[config.mk]
export PLATFORM = sky130hd
export DESIGN_NAME = acc_regs
export DESIGN_NICKNAME = d
export VERILOG_FILES = /design/src/pkg/acc_pkg.sv /design/src/hw/acc_sync.sv /design/src/hw/acc_regs.sv
export SDC_FILE = /design/constraint.sdc
export NUM_CORES = 1
export LEC_CHECK = 0
export ABC_AREA = 1
export BUFFER_PORTS_ARGS = -buffer_cell sky130_fd_sc_hd__buf_2
export CORE_MARGIN = 4
export CORE_UTILIZATION = 49
export DETAILED_ROUTE_END_ITERATION = 8
export HOLD_SLACK_MARGIN = 0.12
export PLACE_DENSITY = 0.9
export SETUP_SLACK_MARGIN = 0.2
export SLEW_MARGIN = 20
export SYNTH_ARGS = -nofsm -noshare
export SYNTH_HDL_FRONTEND = slang
export SYNTH_SLANG_ARGS = --single-unit
[constraint.sdc]
create_clock -name clk -period 2.05 [get_ports clk]
set_input_delay 0.1025 -clock clk [delete_from_list [all_inputs] [get_ports clk]]
set_output_delay 0.1025 -clock clk [all_outputs]
set_load 0.02 [all_outputs]
[src/pkg/acc_pkg.sv]
// Package: register map, field layout, reset values and carrier types of the calibration control
package acc_pkg;

	////////////////////////////////////////////////////////////////////////////
	// Register indices; the byte address is four times the index
	localparam logic [7:0] IDX_FG_SETUP = 8'h62;
	localparam logic [7:0] IDX_OFS_REF = 8'h65;
	localparam logic [7:0] IDX_AVG_CFG = 8'h68;
	localparam logic [7:0] IDX_CAL_STATUS = 8'h6a;
	localparam logic [7:0] IDX_PIN_CFG = 8'h6b;
	localparam logic [7:0] IDX_SOFT_TRIG = 8'h6c;

	// Word index field of the byte address
	localparam int ADDR_IDX_LSB = 2;
	localparam int ADDR_IDX_MSB = 9;

	////////////////////////////////////////////////////////////////////////////
	// Reset values
	localparam logic [7:0] RST_FG_SETUP = 8'h01;
	localparam logic [7:0] RST_OFS_REF = 8'h01;
	localparam logic [7:0] RST_AVG_CFG = 8'h61;
	localparam logic [7:0] RST_CAL_STATUS = 8'h00;
	localparam logic [7:0] RST_PIN_CFG = 8'h00;
	localparam logic [7:0] RST_SOFT_TRIG = 8'h01;

	////////////////////////////////////////////////////////////////////////////
	// Field positions
	localparam int FG_SEL_BIT = 0;
	localparam int BG_EN_BIT = 1;
	localparam int OFS_REF_BIT = 2;
	localparam int OFS_AVG_LSB = 4;
	localparam int LIN_AVG_LSB = 0;
	localparam int AVG_W = 3;
	localparam int ST_FOREGROUND_COMPLETE_BIT = 0;
	localparam int ST_HALTED_BIT = 1;
	localparam int ST_CODE_LSB = 2;
	localparam int TRIG_SRC_BIT = 0;
	localparam int PIN_SEL_LSB = 1;
	localparam int SOFT_TRIG_BIT = 0;

	// Status pin source codes
	localparam logic [1:0] PIN_SEL_FOREGROUND_COMPLETE = 2'h0;
	localparam logic [1:0] PIN_SEL_HALTED = 2'h1;
	localparam logic [1:0] PIN_SEL_ALARM = 2'h2;
	localparam logic [1:0] PIN_SEL_LOW = 2'h3;

	// AHB-Lite transfer encodings
	localparam logic [1:0] HTRANS_NONSEQ = 2'h2;
	localparam logic HRESP_OKAY = 1'b0;

	// Synchroniser depth for the trigger pin
	localparam int SYNC_STAGES = 2;

	////////////////////////////////////////////////////////////////////////////
	// Calibration sequencer states, Gray coded along the path
	typedef enum logic [1:0] {
		ACC_IDLE = 2'b00,
		ACC_CLEAR = 2'b01,
		ACC_RUN_FG = 2'b11,
		ACC_DONE = 2'b10
	} acc_state_t;

	// Controls handed to the calibration engine
	typedef struct packed {
		logic clearCalValues;
		logic runForeground;
		logic backgroundCalEnable;
		logic offsetRefSelect;
		logic [2:0] offsetAveraging;
		logic [2:0] linearityAveraging;
		logic calTrigger;
	} acc_ctrl_t;

	// Events and state reported by the calibration engine
	typedef struct packed {
		logic foregroundDone;
		logic backgroundStopped;
		logic backgroundResumed;
		logic alarm;
		logic [2:0] statusCode;
	} acc_evt_t;

endpackage

[src/hw/acc_sync.sv]
// Two-stage synchroniser for asynchronous pin levels
`timescale 1ns/1ps
module acc_sync
	import acc_pkg::*;
(
	input wire logic clk,
	input wire logic rst,
	input wire logic asyncIn,
	output logic syncOut
);
	logic [SYNC_STAGES-1:0] stage_q;

	////////////////////////////////////////////////////////////////////////////
	// Shift chain; only the last stage is seen outside
	always_ff @(posedge clk or posedge rst) begin
		if (rst) begin
			stage_q <= '0;
		end else begin
			stage_q <= {stage_q[SYNC_STAGES-2:0], asyncIn};
		end
	end

	assign syncOut = stage_q[SYNC_STAGES-1];
endmodule // acc_sync

[src/hw/acc_regs.sv]
// Calibration control and status registers behind an AHB-Lite slave
//
// Register access over AHB-Lite is this design's own decision.
`timescale 1ns/1ps
// Function
// - Foreground select clears stored values, then runs or skips foreground calibration.
// - Offset reference 0 trims each converter toward mid-code, zero offset.
// - Offset reference 1 matches primary offsets to the stand-in spare converter.
// - Offset averaging field bits 6:4, reset 6, larger means more averaging.
// - Linearity averaging field bits 2:0, reset 1, larger means more averaging.
// - Background-halted bit reads 1 once calibration stopped at requested phase.
// - Background-halted bit returns to 0 when calibration resumes.
// - Background disabled: halted bit sets when foreground finishes or is skipped.
// - Foreground-complete bit 0 high once foreground finished or was skipped.
// - Pin select bits 2:1 choose complete, halted, alarm or low for status pin.
// - Trigger source 1 uses hardware pin, ignores software trigger bit.
// - Status register is read-only; writes have no effect.
// - Background enable bit lets converters calibrate during operation; reset clear.
// - Software trigger bit stands in for the pin while source select is 0.
module acc_regs
	import acc_pkg::*;
(
	input wire logic clk,
	input wire logic rst,
	input wire logic hsel,
	input wire logic [31:0] haddr,
	input wire logic [1:0] htrans,
	input wire logic hwrite,
	input wire logic [2:0] hsize,
	input wire logic [31:0] hwdata,
	input wire logic hready,
	output logic hreadyout,
	output logic [31:0] hrdata,
	output logic hresp,
	input wire logic hardwareTriggerPin,
	input wire acc_evt_t engineEvt,
	output acc_ctrl_t engineCtrl,
	output logic statusOutputPin
);

	////////////////////////////////////////////////////////////////////////////
	// Declarations
	logic [7:0] fgSetup_q;
	logic [7:0] ofsRef_q;
	logic [7:0] avgCfg_q;
	logic [7:0] pinCfg_q;
	logic [7:0] softTrig_q;
	logic [2:0] statusCode_q;
	logic fgComplete_q;
	logic fgComplete_d;
	logic bgHalted_q;
	logic bgHalted_d;
	logic wrPend_q;
	logic [7:0] wrIdx_q;
	logic [31:0] rdata_q;
	logic [31:0] rdata_d;
	logic restartPend_q;
	logic calTrigger_q;
	logic calTrigger_d;
	logic statusPin_q;
	logic statusPin_d;
	acc_state_t state_q;
	acc_state_t state_d;
	logic hwTrigSync;
	logic addrPhase;
	logic [7:0] reqIdx;
	logic rdTake;
	logic wrTake;
	logic wrFgSetup;
	logic wrOfsRef;
	logic wrAvgCfg;
	logic wrPinCfg;
	logic wrSoftTrig;
	logic [7:0] wrByte;
	logic [7:0] statusByte;
	logic fgSelect;
	logic bgEnable;
	logic trigFromPin;
	logic [1:0] pinSel;
	logic enterClear;
	logic enterDone;

	////////////////////////////////////////////////////////////////////////////
	// Bus decode; zero wait states, so the slave is always ready and OKAY
	assign hreadyout = 1'b1;
	assign hresp = HRESP_OKAY;
	assign hrdata = rdata_q;
	assign addrPhase = hsel && hready && (htrans == HTRANS_NONSEQ);
	assign reqIdx = haddr[ADDR_IDX_MSB:ADDR_IDX_LSB];
	assign rdTake = addrPhase && !hwrite;
	assign wrTake = addrPhase && hwrite;
	assign wrByte = hwdata[7:0];

	// Write strobes in the data phase; the status index has none at all
	assign wrFgSetup = wrPend_q && (wrIdx_q == IDX_FG_SETUP);
	assign wrOfsRef = wrPend_q && (wrIdx_q == IDX_OFS_REF);
	assign wrAvgCfg = wrPend_q && (wrIdx_q == IDX_AVG_CFG);
	assign wrPinCfg = wrPend_q && (wrIdx_q == IDX_PIN_CFG);
	assign wrSoftTrig = wrPend_q && (wrIdx_q == IDX_SOFT_TRIG);

	// Field views
	assign fgSelect = fgSetup_q[FG_SEL_BIT];
	assign bgEnable = fgSetup_q[BG_EN_BIT];
	assign trigFromPin = pinCfg_q[TRIG_SRC_BIT];
	assign pinSel = pinCfg_q[PIN_SEL_LSB +: 2];

	// Status byte as software sees it; upper bits read zero
	assign statusByte = {3'h0, statusCode_q, bgHalted_q, fgComplete_q};

	////////////////////////////////////////////////////////////////////////////
	// Address phase capture for a write
	always_ff @(posedge clk or posedge rst) begin
		if (rst) begin
			wrPend_q <= 1'b0;
			wrIdx_q <= 8'h00;
		end else begin
			wrPend_q <= wrTake;
			wrIdx_q <= reqIdx;
		end
	end

	// Read mux, registered so data stand for the whole data phase
	always_comb begin
		rdata_d = rdata_q;
		if (rdTake) begin
			case (reqIdx)
				IDX_FG_SETUP: rdata_d = {24'h000000, fgSetup_q};
				IDX_OFS_REF: rdata_d = {24'h000000, ofsRef_q};
				IDX_AVG_CFG: rdata_d = {24'h000000, avgCfg_q};
				IDX_CAL_STATUS: rdata_d = {24'h000000, statusByte};
				IDX_PIN_CFG: rdata_d = {24'h000000, pinCfg_q};
				IDX_SOFT_TRIG: rdata_d = {24'h000000, softTrig_q};
				default: rdata_d = 32'h00000000;
			endcase
		end
	end

	always_ff @(posedge clk or posedge rst) begin
		if (rst) begin
			rdata_q <= 32'h00000000;
		end else begin
			rdata_q <= rdata_d;
		end
	end

	////////////////////////////////////////////////////////////////////////////
	// Writable registers; reserved bits are stored as written, since
	// software is expected to write them back at reset values
	always_ff @(posedge clk or posedge rst) begin
		if (rst) begin
			fgSetup_q <= RST_FG_SETUP;
			ofsRef_q <= RST_OFS_REF;
		end else begin
			if (wrFgSetup) begin
				fgSetup_q <= wrByte;
			end
			if (wrOfsRef) begin
				ofsRef_q <= wrByte;
			end
		end
	end

	always_ff @(posedge clk or posedge rst) begin
		if (rst) begin
			avgCfg_q <= RST_AVG_CFG;
			pinCfg_q <= RST_PIN_CFG;
			softTrig_q <= RST_SOFT_TRIG;
		end else begin
			if (wrAvgCfg) begin
				avgCfg_q <= wrByte;
			end
			if (wrPinCfg) begin
				pinCfg_q <= wrByte;
			end
			if (wrSoftTrig) begin
				softTrig_q <= wrByte;
			end
		end
	end

	////////////////////////////////////////////////////////////////////////////
	// Calibration sequencer. A restart is pending out of reset and after
	// every write of the foreground setup register, so a new setting
	// always begins with cleared calibration values.
	always_ff @(posedge clk or posedge rst) begin
		if (rst) begin
			restartPend_q <= 1'b1;
		end else if (wrFgSetup) begin
			restartPend_q <= 1'b1;
		end else if (state_q == ACC_CLEAR) begin
			restartPend_q <= 1'b0;
		end
	end

	always_comb begin
		state_d = state_q;
		case (state_q)
			ACC_IDLE: begin
				if (restartPend_q) begin
					state_d = ACC_CLEAR;
				end
			end
			ACC_CLEAR: begin
				// Values are cleared either way; foreground run only if selected
				if (wrFgSetup) begin
					state_d = ACC_CLEAR;
				end else if (fgSelect) begin
					state_d = ACC_RUN_FG;
				end else begin
					state_d = ACC_DONE;
				end
			end
			ACC_RUN_FG: begin
				if (restartPend_q || wrFgSetup) begin
					state_d = ACC_IDLE;
				end else if (engineEvt.foregroundDone) begin
					state_d = ACC_DONE;
				end
			end
			ACC_DONE: begin
				if (restartPend_q || wrFgSetup) begin
					state_d = ACC_IDLE;
				end
			end
			default: state_d = ACC_IDLE;
		endcase
	end

	always_ff @(posedge clk or posedge rst) begin
		if (rst) begin
			state_q <= ACC_IDLE;
		end else begin
			state_q <= state_d;
		end
	end

	assign enterClear = (state_d == ACC_CLEAR) && (state_q != ACC_CLEAR);
	assign enterDone = (state_d == ACC_DONE) && (state_q != ACC_DONE);

	////////////////////////////////////////////////////////////////////////////
	// Status flags. Halted: a stop event wins over a restart clear or a
	// resume in the same cycle, so a completed stop is never lost.
	always_comb begin
		fgComplete_d = fgComplete_q;
		if (enterClear) begin
			fgComplete_d = 1'b0;
		end else if (enterDone) begin
			fgComplete_d = 1'b1;
		end
	end

	always_comb begin
		bgHalted_d = bgHalted_q;
		if (bgEnable && engineEvt.backgroundStopped) begin
			bgHalted_d = 1'b1;
		end else if (enterClear) begin
			bgHalted_d = 1'b0;
		end else if (bgEnable && engineEvt.backgroundResumed) begin
			bgHalted_d = 1'b0;
		end else if (!bgEnable && enterDone) begin
			bgHalted_d = 1'b1;
		end
	end

	always_ff @(posedge clk or posedge rst) begin
		if (rst) begin
			fgComplete_q <= RST_CAL_STATUS[ST_FOREGROUND_COMPLETE_BIT];
			bgHalted_q <= RST_CAL_STATUS[ST_HALTED_BIT];
			statusCode_q <= RST_CAL_STATUS[ST_CODE_LSB +: 3];
		end else begin
			fgComplete_q <= fgComplete_d;
			bgHalted_q <= bgHalted_d;
			statusCode_q <= engineEvt.statusCode;
		end
	end

	////////////////////////////////////////////////////////////////////////////
	// Trigger pin synchroniser and trigger source selection
	acc_sync u_trig_sync (
		.clk(clk),
		.rst(rst),
		.asyncIn(hardwareTriggerPin),
		.syncOut(hwTrigSync)
	);

	always_comb begin
		if (trigFromPin) begin
			calTrigger_d = hwTrigSync;
		end else begin
			calTrigger_d = softTrig_q[SOFT_TRIG_BIT];
		end
	end

	// Status pin source; registered so the pin never glitches
	always_comb begin
		case (pinSel)
			PIN_SEL_FOREGROUND_COMPLETE: statusPin_d = fgComplete_q;
			PIN_SEL_HALTED: statusPin_d = bgHalted_q;
			PIN_SEL_ALARM: statusPin_d = engineEvt.alarm;
			PIN_SEL_LOW: statusPin_d = 1'b0;
			default: statusPin_d = 1'b0;
		endcase
	end

	always_ff @(posedge clk or posedge rst) begin
		if (rst) begin
			calTrigger_q <= RST_SOFT_TRIG[SOFT_TRIG_BIT];
			statusPin_q <= 1'b0;
		end else begin
			calTrigger_q <= calTrigger_d;
			statusPin_q <= statusPin_d;
		end
	end

	assign statusOutputPin = statusPin_q;

	////////////////////////////////////////////////////////////////////////////
	// Engine controls; the reference choice selects mid-code or spare
	// converter matching inside the engine
	assign engineCtrl.clearCalValues = (state_q == ACC_CLEAR);
	assign engineCtrl.runForeground = (state_q == ACC_RUN_FG);
	assign engineCtrl.backgroundCalEnable = bgEnable;
	assign engineCtrl.offsetRefSelect = ofsRef_q[OFS_REF_BIT];
	assign engineCtrl.offsetAveraging = avgCfg_q[OFS_AVG_LSB +: AVG_W];
	assign engineCtrl.linearityAveraging = avgCfg_q[LIN_AVG_LSB +: AVG_W];
	assign engineCtrl.calTrigger = calTrigger_q;

endmodule // acc_regs

==> impl_metrics.ini <==
[yosys]
yosys_warnings = 0
ys_seq_elements = 69
synth_edf_count = 0
ys_seq_area_share_pct = 53.0
syn_inst = 372
synth_ff_type = dfrtp_1
syn_avg_cell_area_sq_um = 8.82
synth.distinct_cells = 29
ys_async_sr_fraction_pct = 100
synth_area_sq_um = 3280

[die]
floorplan.core_area_sq_um = 6420
io_pins = 128
die-area_sq_um = 8070
rows = 29
die_height_microns = 89.8
die_x_microns = 89.8
initial_core_util_pct = 51.1

[worst_setup_path]
cp-start-kind = register
end_kind = register
worstRegToRegCells = 8
required_ns = 2.26
worstPathArrival_ns = 1.97
crit_type = reg -> reg
cp_max_fo = 16

[global_routing]
grt_pass1_wl_microns = 13400
antenna_found_initial = 0
grt_overflow_total = 0
grt_usage_pct = 20.5
first_global_vias = 2805
grt_max_degree = 27

[sta]
fmax_ghz = 0.569
min_period_ns = 1.76
finalSetupTns_ns = 0
rsz0062_at_grt = yes
finClkSkew_ns = 0.00963
relSlewSlack_pct = 53.0
hold_viol = 0
finalCritPeriodShare_pct = 85.8
tightest_slew_ns = 0.701
slew_viol_final = 0
setup_viol = 0

[clock_tree]
cts_setup_buffers = 0
cts_made_buffers = 9
cts.sinks = 69
clk_latency_ns = 0.35
cts_buffer_depth = 2
clkTransAtPathRegs_ns = 0.08
cts_tree = built
h-tree-depth = 3
cts-root-buf = clkbuf_8

[min_path]
hold_depth = 4
hp-class = in -> reg

[pwr]
cellPowerDensity_nw_per_um2 = 719
vdd_drop_max_uv = 362
total_power_mw = 2.81
leakage_nw = 2.06

[route]
drt_wl_total_microns = 7800
wl_per_cell_microns = 14.8
num_vias = 2812
drc = 0
drt_pass1_iterations = 5
drt_iter0_drc = 268
final_antenna_net_count = 0
viasPerCell = 5.35

[final_layout]
fin_cells = 526
drive_above_1_share_pct = 21.6
fill_cells = 501
diodes = 0
postLayoutCoreUtil_pct = 60.9
nNetsFinal = 526
area_delta_synth_final_pct = 19.3

[place]
port_buffers = 50
placedCellCount = 484
place.detailed.hpwl_microns = 5240
place.gp.congestion = 0.829

[outcome]
status = finished clean

[flow_run]
drv_cap = 0
-- cell type report --
class	count	area, sq um	area share (%)
Clock buffer	12	145	3.71
Clock inverter	4	47.5	1.22
Inverter	34	128	3.26
Multi-Input combinational cell	248	1200	30.7
Sequential cell	69	1740	44.4
Tap cell	77	96.3	2.46
Timing Repair Buffer	82	556	14.2
-- final timing paths --
kind / from / end / slack (ns)
max in group asynchronous: rst / avgCfg_q[6] / 0.94
min in group asynchronous: rst / softTrig_q[2] / 0.35
hold / removal: engineEvt[6] / state_q[0] / 0.24
hold reg to reg: u_trig_sync.stage_q[0] / u_trig_sync.stage_q[1] / 0.36
setup / recovery: wrIdx_q[7] / avgCfg_q[4] / 0.29
setup reg to reg: wrIdx_q[7] / avgCfg_q[4] / 0.29
-- metrics by stage --
step	hold slack [ns]	area [sq um]	worst slack [ns]
detailed placement	0.183	3450	0.354
CTS	0.234	3910	0.307
global placement	0.162	3450	0.448
floorplan	0.134	3370	0.221
global route	0.287	3910	0.151
finish	0.240	3910	0.292
-- worst max-delay path, cell delays in order (launching register included) --
cell     delay [ns]
dfrtp_1        0.37
inv_1          0.05
nand2_1        0.04
nor2_1         0.19
inv_1          0.11
nor3_2         0.18
nand2_1        0.43
nand2_1        0.18
o21ai_1        0.08
-- flip-flops by register name (all words and copies together) (netlist names), 2 cells and up --
signal               flops
hrdata                   8
state_q                  2
ofsRef_q                 8
u_trig_sync.stage_q      2
pinCfg_q                 8
avgCfg_q                 8
softTrig_q               8
wrIdx_q                  8
statusCode_q             3
fgSetup_q                8
-- cells in the mapped netlist (2+ instances only) --
cell | count | area [sq um]
dfrtp_1 | 61 | 1530
nor2_2 | 2 | 12.5
nor3_2 | 4 | 40.0
nand4_2 | 2 | 25.0
or2_2 | 3 | 18.8
nand2_2 | 2 | 12.5
a31oi_1 | 2 | 12.5
dfstp_2 | 8 | 210
nand3_2 | 2 | 20.0
nor3_1 | 2 | 10.0
o21ai_1 | 19 | 95.1
nor2_1 | 14 | 52.6
nand3_1 | 43 | 215
conb_1 | 2 | 7.51
buf_4 | 36 | 270
clkbuf_1 | 4 | 15.0
inv_1 | 34 | 128
buf_2 | 4 | 20.0
a21boi_1 | 2 | 15.0
nand4_1 | 4 | 25.0
o21ai_0 | 32 | 160
nand2_1 | 83 | 312
-- layer usage --
metal  GRT usage (%)  share of wire, %  routed length, microns  up-vias
met5               0                 0                       0        -
met4            10.3               4.0                     314        0
met3            4.92               7.2                     561       33
met2            34.5                50                    3870      146
met1            24.7                39                    3050     1334
li1                -                 -                       -     1299
-- kinds of logic after synthesis --
logic type / Yosys count / synth area share, %
AO/OA/AOI/OAI: 59 / 9.69
other: 2 / 0.229
AND/OR/NAND/NOR: 163 / 23.8
flip-flops: 69 / 53.0
buffers and inverters: 79 / 13.3
-- layout by cell type, fill, tap and decap left out, drive strengths merged --
cell type    Yosys  final
inv             34     34
o21ai           51     51
dlygate4sd3      0     26
nor4             1      1
nor3             7      7
nand2           85     85
clkinv           0      2
dfrtp           61     61
buf             41     56
nand4            6      6
a21boi           2      2
o21a             1      1
o211ai           1      1
nor2            16     16
a31oi            2      2
nand3           45     45
clkbuf           4     12
dfstp            8      8
a21oi            1      1
bufinv           0      1
or2              3      3
clkinvlp         0      1
conb             2     26
a2bb2oi          1      1
-- report_power, final --
part	total (mW)	switching, mW	internal (mW)
combinational	0.289	0.184	0.105
clock	1.09	0.499	0.592
sequential	1.43	0.0264	1.41
total	2.81	0.710	2.10
-- repair_timing --
action | 4_1_cts | 5_1_grt
resized for setup | 0 | 1
endpoints found under the setup margin | 0 | 14
hold buffers | 26 | 0
endpoints found under the hold margin | 67 | 0
No activity file was read; power rests on OpenSTA's default activity.
